[src/gphy_ctl_regs.svh]
`ifndef GPHY_CTL_REGS_SVH
`define GPHY_CTL_REGS_SVH
// register offsets (byte addresses within the port window)
`define OFS_PARTNER_NP 12'h110
`define OFS_GIG_CTRL 12'h112
`define OFS_GIG_STAT 12'h114
`define OFS_IRQ_STAT 12'h116
`define OFS_IRQ_MASK 12'h118
// control fields
`define CTL_TEST_HI 15
`define CTL_TEST_LO 13
`define CTL_MAN_EN 12
`define CTL_MAN_VAL 11
`define CTL_PORT_TYPE 10
`define CTL_ADV_FD 9
`define CTL_ADV_HD 8
`define CTL_RESET 16'h0200
`define CTL_WMASK 16'hFF00
// partner next-page fields
`define NP_MORE 15
`define NP_ACK 14
`define NP_MSG 13
`define NP_ACK2 12
`define NP_TOGGLE 11
`define NP_FIELD_HI 10
// status fields
`define ST_FAULT 15
`define ST_RESOLVED 14
`define ST_LOCAL_OK 13
`define ST_REMOTE_OK 12
`define ST_LP_FD 11
`define ST_LP_HD 10
// interrupt bits
`define IRQ_FAULT 0
`define IRQ_PAGE 1
`define IRQ_CNT_FULL 2
`define IRQ_W 3
`define TEST_LANES 4
`define CNT_MAX 8'hFF
`define ZERO16 16'h0000
`endif

[src/gphy_ctl_pkg.sv]
package gphy_ctl_pkg;
  // transmitter test mode codes
  typedef enum logic [2:0] {
    TM_NORMAL = 3'h0,
    TM_WAVEFORM = 3'h1,
    TM_JITTER_MASTER = 3'h2,
    TM_JITTER_SLAVE = 3'h3,
    TM_DISTORTION = 3'h4
  } test_mode_e;

  // negotiation inputs to the master/slave resolver
  typedef struct packed {
    logic manual_en;
    logic manual_master;
    logic prefer_master;
    logic adv_fd;
    logic adv_hd;
  } neg_cfg_s;

  // link partner next page word as received
  typedef struct packed {
    logic more;
    logic ack;
    logic msg;
    logic ack2;
    logic toggle;
    logic [10:0] field;
  } next_page_s;

  // link state from the pma
  typedef struct packed {
    logic fault;
    logic resolved_master;
    logic local_ok;
    logic remote_ok;
    logic lp_fd;
    logic lp_hd;
  } link_stat_s;
endpackage : gphy_ctl_pkg

[src/idle_err_counter.sv]
`timescale 1ns/1ps
`default_nettype none
`include "gphy_ctl_regs.svh"
module idle_err_counter #(
  parameter int W = 8
) (
  input wire logic sys_clk_i,
  input wire logic resetn_i,
  input wire logic ce_i,
  input wire logic symbol_i,
  input wire logic rx_error_i,
  input wire logic rx_idle_i,
  input wire logic send_n_i,
  input wire logic clear_i,
  output logic [W-1:0] count_o,
  output logic full_o
);
  // refuse widths outside what the status word can hold
  if (W < 1 || W > 16) begin : g_bad_width
    $error("idle_err_counter: width out of range");
  end

  logic hit;
  // counts errored idle symbols while the transmitter sends normal data
  assign hit = symbol_i & rx_error_i & rx_idle_i & send_n_i;
  assign full_o = &count_o;

  // saturating counter, clear on read; a hit during clear counts as one
  always_ff @(posedge sys_clk_i or negedge resetn_i) begin
    if (!resetn_i) begin
      count_o <= '0;
    end else if (ce_i) begin
      if (clear_i) begin
        count_o <= hit ? W'(1) : '0;
      end else if (hit && !full_o) begin
        count_o <= count_o + W'(1);
      end
    end
  end
endmodule : idle_err_counter
`default_nettype wire

[src/gphy_ctl.sv]
// Implementation choice: the plain strobed port.
`timescale 1ns/1ps
`default_nettype none
`include "gphy_ctl_regs.svh"
module gphy_ctl #(
  parameter int ADDR_W = 12,
  parameter int CNT_W = 8
) (
  input wire logic sys_clk_i,
  input wire logic resetn_i,
  input wire logic ce_i,
  // register port
  input wire logic [ADDR_W-1:0] addr_i,
  input wire logic [15:0] wdata_i,
  input wire logic wr_i,
  input wire logic rd_i,
  output logic [15:0] rdata_o,
  // receive side from the pcs
  input wire logic page_valid_i,
  input wire gphy_ctl_pkg::next_page_s page_i,
  input wire gphy_ctl_pkg::link_stat_s link_i,
  input wire logic symbol_i,
  input wire logic rx_error_i,
  input wire logic rx_idle_i,
  input wire logic send_n_i,
  // toward negotiation and transmitter
  output gphy_ctl_pkg::neg_cfg_s neg_cfg_o,
  output gphy_ctl_pkg::test_mode_e test_mode_o,
  output logic [`TEST_LANES-1:0] test_lane_en_o,
  output logic irq_o
);
  // refuse widths that the register map cannot serve
  if (ADDR_W < 12 || CNT_W != 8) begin : g_bad_params
    $error("gphy_ctl: unsupported parameter values");
  end

  // ------------------------------------------------------------
  // address decode
  // ------------------------------------------------------------
  logic sel_np;
  logic sel_ctl;
  logic sel_st;
  logic sel_is;
  logic sel_im;
  // full-width compare keeps upper bits from aliasing
  assign sel_np = addr_i == ADDR_W'(`OFS_PARTNER_NP);
  assign sel_ctl = addr_i == ADDR_W'(`OFS_GIG_CTRL);
  assign sel_st = addr_i == ADDR_W'(`OFS_GIG_STAT);
  assign sel_is = addr_i == ADDR_W'(`OFS_IRQ_STAT);
  assign sel_im = addr_i == ADDR_W'(`OFS_IRQ_MASK);

  // ------------------------------------------------------------
  // partner next page capture
  // ------------------------------------------------------------
  gphy_ctl_pkg::next_page_s np;

  // latest received next page word, held until the next one
  always_ff @(posedge sys_clk_i or negedge resetn_i) begin
    if (!resetn_i) begin
      np <= '0;
    end else if (ce_i && page_valid_i) begin
      np <= page_i;
    end
  end

  logic [15:0] np_word;
  // toggle reads inverted: 1 means the previous value was zero
  always_comb begin
    np_word = `ZERO16;
    np_word[`NP_MORE] = np.more;
    np_word[`NP_ACK] = np.ack;
    np_word[`NP_MSG] = np.msg;
    np_word[`NP_ACK2] = np.ack2;
    np_word[`NP_TOGGLE] = ~np.toggle;
    np_word[`NP_FIELD_HI:0] = np.field;
  end

  // ------------------------------------------------------------
  // gigabit control
  // ------------------------------------------------------------
  logic [15:0] ctl;

  // only 15:8 are writable, 7:0 stay zero
  always_ff @(posedge sys_clk_i or negedge resetn_i) begin
    if (!resetn_i) begin
      ctl <= `CTL_RESET;
    end else if (ce_i && wr_i && sel_ctl) begin
      ctl <= wdata_i & `CTL_WMASK;
    end
  end

  // reserved test codes fall back to normal operation
  always_comb begin
    unique case (ctl[`CTL_TEST_HI:`CTL_TEST_LO])
      3'h1: test_mode_o = gphy_ctl_pkg::TM_WAVEFORM;
      3'h2: test_mode_o = gphy_ctl_pkg::TM_JITTER_MASTER;
      3'h3: test_mode_o = gphy_ctl_pkg::TM_JITTER_SLAVE;
      3'h4: test_mode_o = gphy_ctl_pkg::TM_DISTORTION;
      default: test_mode_o = gphy_ctl_pkg::TM_NORMAL;
    endcase
  end

  // any test mode drives every pair, no partner required
  assign test_lane_en_o = (test_mode_o != gphy_ctl_pkg::TM_NORMAL) ?
                          {`TEST_LANES{1'b1}} : '0;

  // role bits gated by manual enable
  always_comb begin
    neg_cfg_o.manual_en = ctl[`CTL_MAN_EN];
    neg_cfg_o.manual_master = ctl[`CTL_MAN_EN] &
                              ctl[`CTL_MAN_VAL];
    neg_cfg_o.prefer_master = ~ctl[`CTL_MAN_EN] &
                              ctl[`CTL_PORT_TYPE];
    neg_cfg_o.adv_fd = ctl[`CTL_ADV_FD];
    neg_cfg_o.adv_hd = ctl[`CTL_ADV_HD];
  end

  // ------------------------------------------------------------
  // gigabit status
  // ------------------------------------------------------------
  logic rd_st;
  logic fault;
  assign rd_st = rd_i & sel_st;

  // latch high fault, cleared by a status read; new fault wins
  always_ff @(posedge sys_clk_i or negedge resetn_i) begin
    if (!resetn_i) begin
      fault <= 1'b0;
    end else if (ce_i) begin
      if (link_i.fault) begin
        fault <= 1'b1;
      end else if (rd_st) begin
        fault <= 1'b0;
      end
    end
  end

  logic [CNT_W-1:0] idle_cnt;
  logic cnt_full;

  idle_err_counter #(
    .W(CNT_W)
  ) u_idle_cnt (
    .sys_clk_i(sys_clk_i),
    .resetn_i(resetn_i),
    .ce_i(ce_i),
    .symbol_i(symbol_i),
    .rx_error_i(rx_error_i),
    .rx_idle_i(rx_idle_i),
    .send_n_i(send_n_i),
    .clear_i(rd_st),
    .count_o(idle_cnt),
    .full_o(cnt_full)
  );

  logic [15:0] st_word;
  // status assembly, 9:8 reserved zero
  always_comb begin
    st_word = `ZERO16;
    st_word[`ST_FAULT] = fault;
    st_word[`ST_RESOLVED] = link_i.resolved_master;
    st_word[`ST_LOCAL_OK] = link_i.local_ok;
    st_word[`ST_REMOTE_OK] = link_i.remote_ok;
    st_word[`ST_LP_FD] = link_i.lp_fd;
    st_word[`ST_LP_HD] = link_i.lp_hd;
    st_word[CNT_W-1:0] = idle_cnt;
  end

  // ------------------------------------------------------------
  // interrupts
  // ------------------------------------------------------------
  logic [`IRQ_W-1:0] irq_stat;
  logic [`IRQ_W-1:0] irq_mask;
  logic [`IRQ_W-1:0] irq_ev;
  logic full_d;

  // edge of counter saturation
  always_ff @(posedge sys_clk_i or negedge resetn_i) begin
    if (!resetn_i) begin
      full_d <= 1'b0;
    end else if (ce_i) begin
      full_d <= cnt_full;
    end
  end

  always_comb begin
    irq_ev = '0;
    irq_ev[`IRQ_FAULT] = link_i.fault;
    irq_ev[`IRQ_PAGE] = page_valid_i;
    irq_ev[`IRQ_CNT_FULL] = cnt_full & ~full_d;
  end

  // sticky bits, write one to clear, a new event wins
  always_ff @(posedge sys_clk_i or negedge resetn_i) begin
    if (!resetn_i) begin
      irq_stat <= '0;
    end else if (ce_i) begin
      irq_stat <= (irq_stat & ~((wr_i && sel_is) ?
                  wdata_i[`IRQ_W-1:0] : '0)) | irq_ev;
    end
  end

  // interrupt mask, 1 enables
  always_ff @(posedge sys_clk_i or negedge resetn_i) begin
    if (!resetn_i) begin
      irq_mask <= '0;
    end else if (ce_i && wr_i && sel_im) begin
      irq_mask <= wdata_i[`IRQ_W-1:0];
    end
  end

  assign irq_o = |(irq_stat & irq_mask);

  // ------------------------------------------------------------
  // read data
  // ------------------------------------------------------------
  logic [15:0] next_rdata;
  // unmapped addresses read zero
  always_comb begin
    next_rdata = `ZERO16;
    if (sel_np) begin
      next_rdata = np_word;
    end else if (sel_ctl) begin
      next_rdata = ctl;
    end else if (sel_st) begin
      next_rdata = st_word;
    end else if (sel_is) begin
      next_rdata[`IRQ_W-1:0] = irq_stat;
    end else if (sel_im) begin
      next_rdata[`IRQ_W-1:0] = irq_mask;
    end
  end

  // data valid only in the cycle after the read strobe
  always_ff @(posedge sys_clk_i or negedge resetn_i) begin
    if (!resetn_i) begin
      rdata_o <= `ZERO16;
    end else if (ce_i) begin
      rdata_o <= rd_i ? next_rdata : `ZERO16;
    end
  end
endmodule : gphy_ctl
`default_nettype wire

[config.mk]
export PLATFORM = sky130hd
export DESIGN_NAME = gphy_ctl
export DESIGN_NICKNAME = d
export VERILOG_FILES = /design/src/gphy_ctl_pkg.sv /design/src/idle_err_counter.sv /design/src/gphy_ctl.sv
export VERILOG_INCLUDE_DIRS = /design/src /design/src/src
export SDC_FILE = /design/constraint.sdc
export NUM_CORES = 1
export LEC_CHECK = 0
export BUFFER_PORTS_ARGS = -buffer_cell sky130_fd_sc_hd__buf_4
export CAP_MARGIN = 20
export CORE_UTILIZATION = 53
export CTS_BUF_LIST = sky130_fd_sc_hd__clkbuf_4 sky130_fd_sc_hd__clkbuf_8
export DETAILED_ROUTE_END_ITERATION = 6
export GPL_TIMING_DRIVEN = 0
export PLACE_DENSITY = 0.93
export SYNTH_ARGS = -nofsm -noshare
export SYNTH_HDL_FRONTEND = slang
export SYNTH_HIERARCHICAL = 1
export SYNTH_SLANG_ARGS = --single-unit
[constraint.sdc]
create_clock -name sys_clk_i -period 1.99 [get_ports sys_clk_i]
set_input_delay 0.199 -clock sys_clk_i [delete_from_list [all_inputs] [get_ports sys_clk_i]]
set_output_delay 0.199 -clock sys_clk_i [all_outputs]
set_load 0.02 [all_outputs]
**After elaboration in Yosys (flattened, before gate mapping)**

Index checks and enable logic that the tools add are counted.

- $add $sub $neg: 1
- Eq/ne operators: 9
- Mux-type cells: 15
- Bitwise logic cells: 14
- Reduce and logical (&&, ||, !) cells: 14

Operators by type and width:

| operator | count |
|---|---|
| == test 12 x 9 -> 1 bit (second input constant) | 5 |
| two-way mux 16 bit | 3 |
| two-way mux 8 bit | 2 |
| two-way mux 13 bit | 1 |
| two-way mux 3 bit | 4 |
| one-hot mux 3 bit (4 select lines) | 1 |
| adder 8 x 1 -> 8 bit (second input constant) | 1 |
| AND reduction 8 bit | 1 |
| AND 1 bit | 7 |
| AND 3 bit | 2 |
| == test 3 x 2 -> 1 bit (second input constant) | 2 |
| logical AND 1 bit | 6 |
| two-way mux 4 bit | 1 |
| AND reduction 2 bit | 2 |
| nonzero test 2 bit | 2 |
| == test 3 x 1 -> 1 bit (second input constant) | 1 |
| == test 3 bit (second input constant) | 1 |
| two-way mux 1 bit | 3 |
| NOT 1 bit | 3 |
| NOT 3 bit | 1 |
| bitwise OR 3 bit | 1 |
| nonzero test 3 bit | 1 |
| OR reduction 3 bit | 1 |
| zero test 1 bit | 1 |

- Flip-flop bits (word level): 56
- Input port bits: 60
- Logic and storage cells: 66

**Depth between registers and ports, before layout**

Gate-level depths: netlist of the first run.

- Depth after elaboration: 7
- Mapped depth: 8
- Mapped depth without buffers: 6

**By module**

Netlist of the first run, hierarchy kept.

Modules (own cells, without submodules):

| module | times used | cells each | area an instance (um2) | sequential area each (um2) |
|---|---|---|---|---|
| gphy_ctl | 1 | 203 | 2343.5 | 1202.4 |
| idle_err_counter | 1 | 57 | 538.0 | 200.2 |

**Worst setup path before layout of the first run**

OpenSTA, ideal clock, no wires.

- Path kind: in2reg
- Start point: in addr_i[5]
- End point: reg u_idle_cnt.count_o[4]
- Arrival time: 1.796 ns
- Slack: 0.063 ns
- Stages on the path: 7
- Buffers on the path: 1
- Cell sequence: or4b_4 -> nor2_1 -> and3_1 -> clkbuf_1 -> nor2_1 -> nand4_1 -> o211ai_1

- Longest elaborated chain between the ends: 4
- Elaborated cells on any way between the ends: 5
- Classes of those cells: eq/ne: 1; mux: 1; bitwise: 1; reduce/logical: 2

RTL lines:

| element | RTL line | RTL |
|---|---|---|
| start, declared | gphy_ctl.sv:13 | `input wire logic [ADDR_W-1:0] addr_i,` |
| == test 12 x 9 -> 1 bit * | gphy_ctl.sv:48 | `` assign sel_st = addr_i == ADDR_W'(`OFS_GIG_STAT); `` |
| AND 1 bit * | gphy_ctl.sv:123 | `assign rd_st = rd_i & sel_st;` |
| net rd_st | gphy_ctl.sv:121 | `logic rd_st;` |
| nonzero test 2 bit (no line) | -- |  |
| AND reduction 2 bit (no line) | -- |  |
| end signal, assigned | idle_err_counter.sv:34 | `count_o <= hit ? W'(1) : '0;` |
| end signal, assigned | idle_err_counter.sv:36 | `count_o <= count_o + W'(1);` |
| end, declared | idle_err_counter.sv:15 | `output logic [W-1:0] count_o,` |

Mark *: on every way through the listed nets, which the timed path passes. The rest lies on a longest branch.
A chain may end at the register's enable or synchronous reset.

**Worst setup path after layout of the first run**

- Start point: in addr_i[5]
- End point: reg u_idle_cnt.count_o[6]

Same word-level chain as after synthesis.

==> results of run 1 <==
## state kept, by name, indices dropped and copies added (netlist names)
signal              cells
ctl                     8
fault                   1
full_d                  1
irq_mask                3
irq_stat                3
np                     16
rdata_o                16
u_idle_cnt/count_o      8
## synthesized netlist by cell type (3+ instances only)
library cell | count | area share, %
a221o_1 | 9 | 3.1
nand2b_1 | 3 | 0.65
and2_1 | 4 | 0.87
mux2_2 | 27 | 11
nor2b_1 | 17 | 3.7
dfrtp_1 | 55 | 48
o31ai_1 | 3 | 0.78
inv_1 | 13 | 1.7
and3_1 | 5 | 1.1
and3_2 | 4 | 1.0
nor2_1 | 10 | 1.3
nor3_1 | 5 | 0.87
nand2_1 | 11 | 1.4
a21oi_1 | 13 | 2.3
nand3b_1 | 3 | 0.78
a22o_1 | 6 | 1.8
nand4_1 | 4 | 0.87
clkbuf_1 | 5 | 0.65
nand3_1 | 7 | 1.2
o21ai_0 | 3 | 0.52
buf_4 | 7 | 1.8
o211ai_1 | 3 | 0.78
## report_power, final
group / total (mW) / internal, mW / switching [mW]
sequential: 1.27 / 1.21 / 0.0636
clock: 0.632 / 0.265 / 0.367
combinational: 0.330 / 0.180 / 0.151
## through the flow
| step | hold slack, ps | total power [mW] | TNS [ps] | utilization (%) |
|---|---|---|---|---|
| after floorplan | -96.6 | 1.46 | 0 | - |
| after global placement | 280 | 1.60 | -3110 | 69.0 |
| after detailed placement | 280 | 1.62 | -3550 | 69.0 |
| after CTS | 102 | 2.25 | 0 | 71.0 |
| after global routing | 103 | 2.32 | 0 | 71.1 |
| final | 110 | 2.24 | 0 | 71.1 |
## area by class of cell
class                      instances  area, µm²
inverter                          13       48.8
fill                             379       1500
timing repair buffer              81        611
sequential                        56       1400
buffer                            17        109
multi-input combinational        174       1330
clock inverter                     2       16.3
clock buffer                       6       76.3
tap                               70       87.6
## layer usage
metal  up-vias  part of all wire, %  GRT usage (%)
li1       1128                    -              -
met1      1196                   40           33.9
met2       132                   50           43.5
met3        22                  7.3           5.16
met4         0                  3.3           11.1
met5         -                    0              0
## how the worst max path moves through the flow
stage / startpoint / to / slack (ps) / depth (start not counted)
2_1_floorplan: addr_i[5] / u_idle_cnt/count_o[4]$_DFFE_PN0P_ / 60 / 7
3_3_place_gp: addr_i[5] / u_idle_cnt/count_o[6]$_DFFE_PN0P_ / -380 / 7
3_5_place_dp: addr_i[5] / u_idle_cnt/count_o[6]$_DFFE_PN0P_ / -450 / 7
4_1_cts: addr_i[5] / u_idle_cnt/count_o[6]$_DFFE_PN0P_ / 50 / 7
5_1_grt: addr_i[5] / fault$_DFFE_PN0P_ / 50 / 5
6_report: addr_i[5] / u_idle_cnt/count_o[6]$_DFFE_PN0P_ / 140 / 7
## timing repair
action | 4_1_cts | 5_1_grt
hold endpoints to repair | 55 | 0
resized for setup | 1 | 2
hold buffers | 1 | 0
setup endpoints to repair | 6 | 6
## cells by family after synthesis
| family | Yosys count | share of synthesized area [%] |
|---|---|---|
| AOI/OAI and AO/OA | 56 | 15.2 |
| xor gates and xnor gates | 1 | 0.304 |
| adders and majority gates | 1 | 0.434 |
| buffers and inverters | 30 | 5.43 |
| DFF | 56 | 48.7 |
| muxes | 29 | 11.2 |
| and+or+nand+nor | 87 | 18.7 |
## worst max-delay path, delay by kind of cell
| kind | cells | cell delay, ps |
|---|---|---|
| AND/OR/NAND/NOR | 3 | 1200 |
| buffers and inverters | 2 | 360 |
| AO/OA/AOI/OAI | 2 | 290 |
## cells in the final DEF, fill, tap and decap left out, types with 2 or more instances in the layout
cell type	Yosys	layout
dfrtp_1	55	55
nand3_1	7	7
clkbuf_8	0	5
mux2_2	27	27
nor2_1	10	9
nor4b_1	2	2
mux2i_1	2	2
nand3b_1	3	3
o31ai_1	3	3
o22ai_1	2	2
o21ai_0	3	3
inv_1	13	13
nand2b_1	3	3
or3b_1	2	2
and2_1	4	4
a221o_1	9	9
buf_4	7	87
a21oi_1	13	13
nor2b_1	17	17
nand4_1	4	4
nor3_1	5	5
clkbuf_1	5	4
a31oi_1	2	2
buf_2	2	2
buf_6	2	2
o211ai_1	3	3
a211o_2	2	2
and3_2	4	4
a22o_1	6	6
and3_1	5	5
o41ai_1	2	2
nand2_1	11	11
==> run summary, run 1 <==
Final wirelength = 7110 µm
Worst hold start = wdata_i[8]
Critical path, cell by cell = buf_4, or4b_4, nor2_2, and3_1, clkbuf_2, a31oi_1, o21a_1
Data arrival time of the critical path = 2060 ps
Worst r2r src = u_idle_cnt/count_o[0]$_DFFE_PN0P_
Number of failing setup endpoints in the final timing report = 0
Syn_area_per_cell = 11.1 µm²
Total die area = 0.00574 mm²
Netlist area before placement = 0.00288 mm²
Max Root-Sink Buffers = 2
Maximum fanout encountered on the critical timing path = 10
Capture point of the worst reg-to-reg path = u_idle_cnt/count_o[1]$_DFFE_PN0P_
Maximum ir drop on the vdd rail = 0.000487 V
Result of the run = finished, final reports clean
Area of the placeable core = 0.00517 mm²
Power density cells = 608 mW/mm²
Warning count from the yosys run = 6
Number of library cell types mapped by synthesis = 56
Yosys reg bits = 56
Setup repair after global routing missed its margin = false
Fin cells = 419
Transition time at the pin with the least slew margin = 690 ps
Cells on Worst Hold Path = 2
Ratio of cells with drive above 1 in the final layout = 40.7%
Cell count of the worst reg-to-reg path = 6
Worst-case setup slack after placement = -446 ps
Starting density of the core = 55.7%
Hold worst-path end = ctl[8]$_DFFE_PN0P_
DP HPWL = 5420 µm
DIE WIDTH = 75.7 µm
Number of global-route vias before repair = 2343
Vias after detailed routing = 2478
Routed length per placed instance = 17.0 µm
Max-cap check violation count = 0
Async set-reset flop share out of synthesis = 100%
Register-to-Register Setup Slack = 250 ps
IO Port Bufs = 80
Count of final max-slew check failures = 0
Achievable frequency = 540 MHz
Mapped Nets = 321
Slew HR = 54.0%
Growth of design area from synthesis to finish = 27.6%
DP Cell Count = 410
Clk slew on worst S/H paths = 100 ps
Later-pin clock latency in the skew report = 310 ps
DRC violation total after the first TritonRoute iteration = 264
Area of placed instances = 0.00357 mm²
Global-route total usage across every layer = 26.3%
CTS H-tree depth = 2
Final nets = 409
Buffers inserted by post-CTS timing repair = 0
Maximum number of pins on one net before global-route repair = 57
Startpoint types = input pin
Global-route wire length before repair = 11000 µm
DRC violation count after routing = 0
Remaining antenna violation count = 0
Die Ht = 75.7 µm
Hold/Removal Path Class = input pin to register
Share of the clock period used by the worst path after layout = 93.1%
Total CTS buffers = 5
Number of standard cells after synthesis = 260
Final hold viol count = 0
Post-layout minimum cycle time = 1850 ps
Setup WS post-layout = 138 ps
Final instance area = 0.00368 mm²
Total gr overflow = 0
Antenna cells = 0
CP endpoint kind = register
Maximum single-stage delay on the critical path = 580 ps
Final weighted congestion in routability-driven placement = 0.835
Number of core rows = 26
Number of enable-type register cells in the synthesized netlist = 0
Average via count per standard cell = 5.91
Setup Crit Path Kind = input pin to register
CP max-delay cell = or4b_4
Leakage power summed over all cells = 1.79 nW
Number of placed I/O pins = 89
Data required time at the worst endpoint = 2200 ps
CTS tree = done
Sink count of the clock tree = 56
Initial DRT Pass Iterations = 5
Antenna violations before repair = 0
Fraction of the yosys area taken by sequential cells = 48.7%
Cell at the root of the clock tree = clkbuf_8
Largest clock skew in the final design = 2.24 ps
Flip-flop cell with the highest count after synthesis = dfrtp_1
Note: power is estimated with default switching activity, not from simulation.
==> run 2: changes to the inputs <==
--- a/config.mk
+++ b/config.mk
@@ -13,6 +13,7 @@
 export DETAILED_ROUTE_END_ITERATION = 6
 export GPL_TIMING_DRIVEN = 0
 export PLACE_DENSITY = 0.93
+export SETUP_SLACK_MARGIN = 0.5
 export SYNTH_ARGS = -nofsm -noshare
 export SYNTH_HDL_FRONTEND = slang
 export SYNTH_HIERARCHICAL = 1
==> run 2 against run 1 <==
Maximum frequency is 20% higher; largest power group unchanged; sequential cell count is the same; total power grew 3.6%; utilization grew 4.3 points; design area rose by 6.1%; hold slack lost 4.3 ps; sequential power hardly changed; critical endpoint is now u_idle_cnt/count_o[1]$_DFFE_PN0P_; die area stayed put; register-to-register slack improved by 190 ps; cell count rose by 3.1%.
==> run summary, run 2 (same netlist as run 1, synthesis figures left out) <==
Average via count per standard cell = 6.40 (was 5.91)
Area of the placeable core = 0.00517 mm² (unchanged)
CP endpoint kind = register (unchanged)
Maximum number of pins on one net before global-route repair = 57 (unchanged)
Vias after detailed routing = 2766 (was 2478)
Achievable frequency = 646 MHz (was 540 MHz)
Total CTS buffers = 5 (unchanged)
Number of global-route vias before repair = 2464 (was 2343)
Maximum fanout encountered on the critical timing path = 8 (was 10)
CTS H-tree depth = 2 (unchanged)
Count of final max-slew check failures = 0 (unchanged)
Registers with the most flip-flops = np (16), rdata_o (16) (unchanged)
Largest clock skew in the final design = 4.04 ps (was 2.24 ps)
DRC violation total after the first TritonRoute iteration = 450 (was 264)
Max-cap check violation count = 0 (unchanged)
Internal power summed over all cells = 1.69 mW (was 1.66 mW)
Initial DRT Pass Iterations = 6 (was 5)
Post-layout minimum cycle time = 1550 ps (was 1850 ps)
Hold/Removal Path Class = input pin to register (unchanged)
Transition time at the pin with the least slew margin = 691 ps (was 690 ps)
NetSw = 625 µW (was 581 µW)
Global-route total usage across every layer = 29.4% (was 26.3%)
Share of power burned in registers = 55.1% (was 57.0%)
Data required time at the worst endpoint = 2230 ps (was 2200 ps)
Number of failing setup endpoints in the final timing report = 0 (unchanged)
Worst Hold Slack = 106 ps (was 110 ps)
Total negative setup slack = 0 ps (unchanged)
Number of placed I/O pins = 89 (unchanged)
Share of the clock period used by the worst path after layout = 77.8% (was 93.1%)
Leakage power summed over all cells = 1.90 nW (was 1.79 nW)
Routed length per placed instance = 19.8 µm (was 17.0 µm)
Clk slew on worst S/H paths = 100 ps (about the same)
Antenna cells = 0 (unchanged)
Final nets = 422 (was 409)
Total gr overflow = 0 (unchanged)
Max Root-Sink Buffers = 2 (unchanged)
DRC violation count after routing = 0 (unchanged)
Global-route wire length before repair = 12200 µm (was 11000 µm)
Area of placed instances = 0.00360 mm² (was 0.00357 mm²)
Growth of design area from synthesis to finish = 35.3% (was 27.6%)
Slew HR = 54.0% (about the same)
Setup Crit Path Kind = register to register (was input pin to register)
Final wirelength = 8570 µm (was 7110 µm)
Top library cells by usage in the layout, fill and taps aside = 96 x buf_4, 54 x dfrtp_1, 27 x mux2_2 (was 87 x buf_4, 55 x dfrtp_1, 27 x mux2_2)
DP HPWL = 5420 µm (about the same)
CTS tree = done (unchanged)
Data arrival time of the critical path = 1790 ps (was 2060 ps)
Maximum ir drop on the vdd rail = 0.000499 V (was 0.000487 V)
Leading cell type in the layout, fill and taps excluded = buf_4 (unchanged)
Die Ht = 75.7 µm (unchanged)
Cell at the root of the clock tree = clkbuf_8 (unchanged)
Setup repair after global routing missed its margin = true (was false)
Number of core rows = 26 (unchanged)
Total die area = 0.00574 mm² (unchanged)
Combinational share of power = 16.2% (was 14.8%)
Ratio of cells with drive above 1 in the final layout = 46.4% (was 40.7%)
Sink count of the clock tree = 56 (unchanged)
Startpoint types = register (was input pin)
Final hold viol count = 0 (unchanged)
Antenna violations before repair = 0 (unchanged)
Result of the run = finished, final reports clean (unchanged)
Remaining antenna violation count = 0 (unchanged)
Final instance area = 0.00390 mm² (was 0.00368 mm²)
Starting density of the core = 55.7% (unchanged)
Util after Layout = 75.4% (was 71.1%)
Later-pin clock latency in the skew report = 320 ps (was 310 ps)
Sw Share = 27.0% (was 26.0%)
Final weighted congestion in routability-driven placement = 0.832 (was 0.835)
IO Port Bufs = 80 (unchanged)
DIE WIDTH = 75.7 µm (unchanged)
Power density cells = 594 mW/mm² (was 608 mW/mm²)
Clock network power share = 28.7% (was 28.2%)
## run 2: cell types whose count changed in the layout (fill, tap and decap cells not counted), moves of 2 or more
cell	previous run	this run
and3_4	0	4
and3_1	5	2
clkbuf_8	5	7
buf_4	87	96
nor2_4	0	2
nor3_1	5	3
nor4b_1	2	0
buf_6	2	6
## run 2: per-layer routing
layer / vias up / GRT usage [%] / share of wire [%]
li1: 1160 / - / -
met1: 1347 / 37.8 / 37
met2: 212 / 49.3 / 50
met3: 47 / 6.88 / 8.7
met4: 0 / 10.3 / 3.8
met5: - / 0 / 0
## run 2: layout make-up
type / instances / area (µm²)
Sequential cell: 56 / 1400
Clock buffer: 6 / 82.6
Timing Repair Buffer: 94 / 723
Multi-Input combinational cell: 174 / 1420
Clock inverter: 2 / 15.0
Buffer: 17 / 118
Inverter: 13 / 48.8
Fill cell: 313 / 1270
Tap cell: 70 / 87.6
## run 2: path summary, 6_finish.rpt
check | from | endpoint | slack, ps | depth (start not counted)
max in group asynchronous | resetn_i | ctl[15]$_DFFE_PN0P_ | 990 | 2
min in group asynchronous | resetn_i | np[10]$_DFFE_PN0P_ | 490 | 2
hold reg to reg | full_d$_DFFE_PN0P_ | irq_stat[2]$_DFFE_PN0P_ | 450 | 1
setup reg to reg | u_idle_cnt/count_o[1]$_DFFE_PN0P_ | u_idle_cnt/count_o[1]$_DFFE_PN0P_ | 440 | 6
setup / recovery | u_idle_cnt/count_o[1]$_DFFE_PN0P_ | u_idle_cnt/count_o[1]$_DFFE_PN0P_ | 440 | 6
hold / removal | page_i[15] | np[15]$_DFFE_PN0P_ | 110 | 2
## run 2: repair_timing
| action | CTS | global route |
|---|---|---|
| gates resized for setup | 9 | 12 |
| hold buffers | 1 | 0 |
| setup buffers | 10 | 3 |
| setup endpoints to repair | 35 | 35 |
| pin swaps | 8 | 8 |
| hold endpoints to repair | 55 | 0 |
## run 2: power groups by stage
stage                     sequential, mW  clock, mW  combinational [mW]
after floorplan                     1.27          0               0.187
after global placement              1.29          0               0.314
after detailed placement            1.29          0               0.328
after CTS                           1.27      0.667               0.353
after global routing                1.28      0.704               0.401
final                               1.28      0.664               0.376
## run 2: critical path, stage by stage (launching register included)
cell      delay (ps)
dfrtp_1          400
ha_2             190
and3_4           170
buf_6            120
a31oi_4          260
nand3_1          140
o221ai_1         180
## run 2: per-stage QoR
step	worst slack, ps	cells	power (mW)
after floorplan	359	260	1.46
after global placement	-58.6	410	1.60
after detailed placement	-212	410	1.62
after CTS	453	429	2.29
after global routing	372	432	2.39
final	442	432	2.32
==> run 3: changes to the inputs <==
--- a/config.mk
+++ b/config.mk
@@ -8,11 +8,11 @@
 export LEC_CHECK = 0
 export BUFFER_PORTS_ARGS = -buffer_cell sky130_fd_sc_hd__buf_4
 export CAP_MARGIN = 20
-export CORE_UTILIZATION = 53
+export CORE_UTILIZATION = 48
 export CTS_BUF_LIST = sky130_fd_sc_hd__clkbuf_4 sky130_fd_sc_hd__clkbuf_8
 export DETAILED_ROUTE_END_ITERATION = 6
 export GPL_TIMING_DRIVEN = 0
-export PLACE_DENSITY = 0.93
+export PLACE_DENSITY = 0.9
 export SETUP_SLACK_MARGIN = 0.5
 export SYNTH_ARGS = -nofsm -noshare
 export SYNTH_HDL_FRONTEND = slang
==> constraint.sdc (replaced) <==
create_clock -name sys_clk_i -period 1.24 [get_ports sys_clk_i]
set_input_delay 0.124 -clock sys_clk_i [delete_from_list [all_inputs] [get_ports sys_clk_i]]
set_output_delay 0.124 -clock sys_clk_i [all_outputs]
set_load 0.02 [all_outputs]
==> run 3 against run 2 <==
The flow now finishes with violations (negative hold slack, negative setup slack); hold slack lost 260 ps; cell count grew 6.0%; sequential power is 62% higher; combinational power is 110% higher; clock skew is 0.86 ps higher; routed wire length increased by 31%; sequential share of layout area decreased by 5.7 points; critical path type unchanged; largest power group unchanged; highest routed layer unchanged.
==> run summary, run 3 (same netlist as run 1, synthesis figures left out) <==
Result of the run = finished, violations left (was finished, final reports clean)
Failing checks = negative hold slack, negative setup slack
Maximum ir drop on the vdd rail = 0.000611 V (was 0.000499 V)
Final hold viol count = 55 (was 0)
Area of the placeable core = 0.00564 mm² (was 0.00517 mm²)
DIE WIDTH = 79.5 µm (was 75.7 µm)
Final instance area = 0.00464 mm² (was 0.00390 mm²)
IO Port Bufs = 80 (unchanged)
Cell at the root of the clock tree = clkbuf_8 (unchanged)
Post-layout minimum cycle time = 1640 ps (was 1550 ps)
Largest clock skew in the final design = 4.90 ps (was 4.04 ps)
Startpoint types = register (unchanged)
Initial DRT Pass Iterations = 7 (was 6)
Data required time at the worst endpoint = 1490 ps (was 2230 ps)
Number of global-route vias before repair = 2857 (was 2464)
Top library cells by usage in the layout, fill and taps aside = 70 x buf_4, 56 x buf_6, 51 x dfrtp_1 (was 96 x buf_4, 54 x dfrtp_1, 27 x mux2_2)
Number of failing setup endpoints in the final timing report = 48 (was 0)
Final nets = 446 (was 422)
Util after Layout = 82.2% (was 75.4%)
Sw Share = 28.2% (was 27.0%)
Total Power = 3.95 mW (was 2.32 mW)
Routing usage on met3 = 6.74% (was 6.88%)
Ratio of cells with drive above 1 in the final layout = 59.1% (was 46.4%)
Growth of design area from synthesis to finish = 60.9% (was 35.3%)
Clk slew on worst S/H paths = 100 ps (about the same)
Area of placed instances = 0.00387 mm² (was 0.00360 mm²)
Maximum number of pins on one net before global-route repair = 57 (unchanged)
Total CTS buffers = 5 (unchanged)
Worst-case setup slack after placement = -609 ps (was -212 ps)
Clock network power share = 27.4% (was 28.7%)
DRC violation total after the first TritonRoute iteration = 317 (was 450)
Die Ht = 79.5 µm (was 75.7 µm)
CTS tree = done (unchanged)
DP HPWL = 5490 µm (was 5420 µm)
CP endpoint kind = register (unchanged)
Setup repair after global routing missed its margin = true (unchanged)
CTS H-tree depth = 2 (unchanged)
Transition time at the pin with the least slew margin = 705 ps (was 691 ps)
Share of the clock period used by the worst path after layout = 132% (was 77.8%)
Met2 Use GR = 52.0% (was 49.3%)
Leakage power summed over all cells = 2.27 nW (was 1.90 nW)
Later-pin clock latency in the skew report = 310 ps (was 320 ps)
Sink count of the clock tree = 56 (unchanged)
Power density cells = 853 mW/mm² (was 594 mW/mm²)
Total die area = 0.00632 mm² (was 0.00574 mm²)
Cell class contributing the biggest share of worst-path delay = simple AND/OR/NAND/NOR gates (was compound AO/OA/AOI/OAI gates)
Number of placed I/O pins = 89 (unchanged)
Filler Cells Inserted = 274 (was 313)
DP Cell Count = 412 (was 410)
Data arrival time of the critical path = 1890 ps (was 1790 ps)
Registers with the most flip-flops = np (16), rdata_o (16) (unchanged)
Worst Hold Slack = -150 ps (was 106 ps)
Most crowded layer after global routing = met2 (unchanged)
Antenna cells = 0 (unchanged)
Total negative setup slack = -9500 ps (was 0 ps)
Starting density of the core = 51.1% (was 55.7%)
Count of final max-slew check failures = 0 (unchanged)
DRC violation count after routing = 0 (unchanged)
NetSw = 1.11 mW (was 625 µW)
Buf+Inv Stages, Crit Path = 1 (unchanged)
Global-route total usage across every layer = 31.4% (was 29.4%)
Setup WS post-layout = -401 ps (was 442 ps)
CP max-delay cell = or3b_1 (was dfrtp_1)
Fin cells = 458 (was 432)
Number of core rows = 27 (was 26)
Leading cell type in the layout, fill and taps excluded = buf_4 (unchanged)
Setup Crit Path Kind = register to register (unchanged)
Average via count per standard cell = 6.58 (was 6.40)
Hold/Removal Path Class = input pin to async pin (was input pin to register)
Routed length per placed instance = 24.6 µm (was 19.8 µm)
Met1 routing resource usage after global routing = 38.4% (was 37.8%)
Achievable frequency = 609 MHz (was 646 MHz)
Maximum fanout encountered on the critical timing path = 8 (unchanged)
Combinational share of power = 20.4% (was 16.2%)
Final wirelength = 11300 µm (was 8570 µm)
Antenna violations before repair = 0 (unchanged)
Slew HR = 53.0% (was 54.0%)
Maximum single-stage delay on the critical path = 450 ps (was 400 ps)
Max Root-Sink Buffers = 2 (unchanged)
Final weighted congestion in routability-driven placement = 0.841 (was 0.832)
Total gr overflow = 0 (unchanged)
Critical path, cell by cell = ha_4, and3_4, buf_6, a31oi_4, or3b_1, nand3_1 (was ha_2, and3_4, buf_6, a31oi_4, nand3_1, o221ai_1)
Vias after detailed routing = 3015 (was 2766)
Remaining antenna violation count = 0 (unchanged)
Share of power burned in registers = 52.3% (was 55.1%)
Global-route wire length before repair = 14800 µm (was 12200 µm)
Internal power summed over all cells = 2.84 mW (was 1.69 mW)
Max-cap check violation count = 0 (unchanged)
[run 3: cell count changes in the layout (fill, tap and decap cells not counted), moves of 4 or more]
cell     delta
buf_6      +50
buf_4      -26
nor2b_1     -4
nand2_1     -6
mux2_2     -20
mux2_4     +20
[run 3: area by class of cell]
class	instances	area [µm²]	area share [%]
Multi-Input combinational cell	174	1730	37.3
Clock buffer	6	82.6	1.78
Clock inverter	2	13.8	0.297
Timing Repair Buffer	118	1070	23.2
Inverter	13	48.8	1.05
Buffer	17	189	4.07
Sequential cell	56	1410	30.4
Tap cell	72	90.1	1.94
[run 3: path summary, 6_finish.rpt]
check / from / to / slack [ps] / cells after the start
max: u_idle_cnt/count_o[1]$_DFFE_PN0P_ / u_idle_cnt/count_o[0]$_DFFE_PN0P_ / -400 / 6
min: resetn_i / ctl[8]$_DFFE_PN0P_ / -150 / 1
max reg2reg: u_idle_cnt/count_o[1]$_DFFE_PN0P_ / u_idle_cnt/count_o[0]$_DFFE_PN0P_ / -400 / 6
min reg2reg: full_d$_DFFE_PN0P_ / irq_stat[2]$_DFFE_PN0P_ / 440 / 1
max in group asynchronous: resetn_i / ctl[13]$_DFFE_PN0P_ / 880 / 1
min in group sys_clk_i: page_i[11] / np[11]$_DFFE_PN0P_ / 30 / 2
[run 3: routing by layer]
layer  vias to the layer above  routed length [µm]
met2                       262                5560
met5                         -                   0
met1                      1470                4120
li1                       1202                   -
met4                         0                 613
met3                        81                 972
[run 3: timing repair]
| item | CTS | global route |
|---|---|---|
| endpoints found under the hold margin | 55 | 55 |
| setup endpoints to repair | 85 | 85 |
| pin swaps | 32 | 26 |
| gates resized for setup | 66 | 31 |
| buffers inserted | 25 | 13 |
[run 3: worst register-to-register path, stage by stage, from the launching register on]
cell	delay, ps
dfrtp_1	430
ha_4	160
and3_4	180
buf_6	110
a31oi_4	140
or3b_1	450
nand3_1	100
[run 3: power by group through the flow]
stage	clock (mW)	sequential (mW)	combinational [mW]
floorplan	0	2.05	0.385
global placement	0	2.07	0.607
detailed placement	0	2.08	0.624
CTS	1.06	2.04	0.681
global route	1.15	2.07	0.840
finish	1.08	2.07	0.805
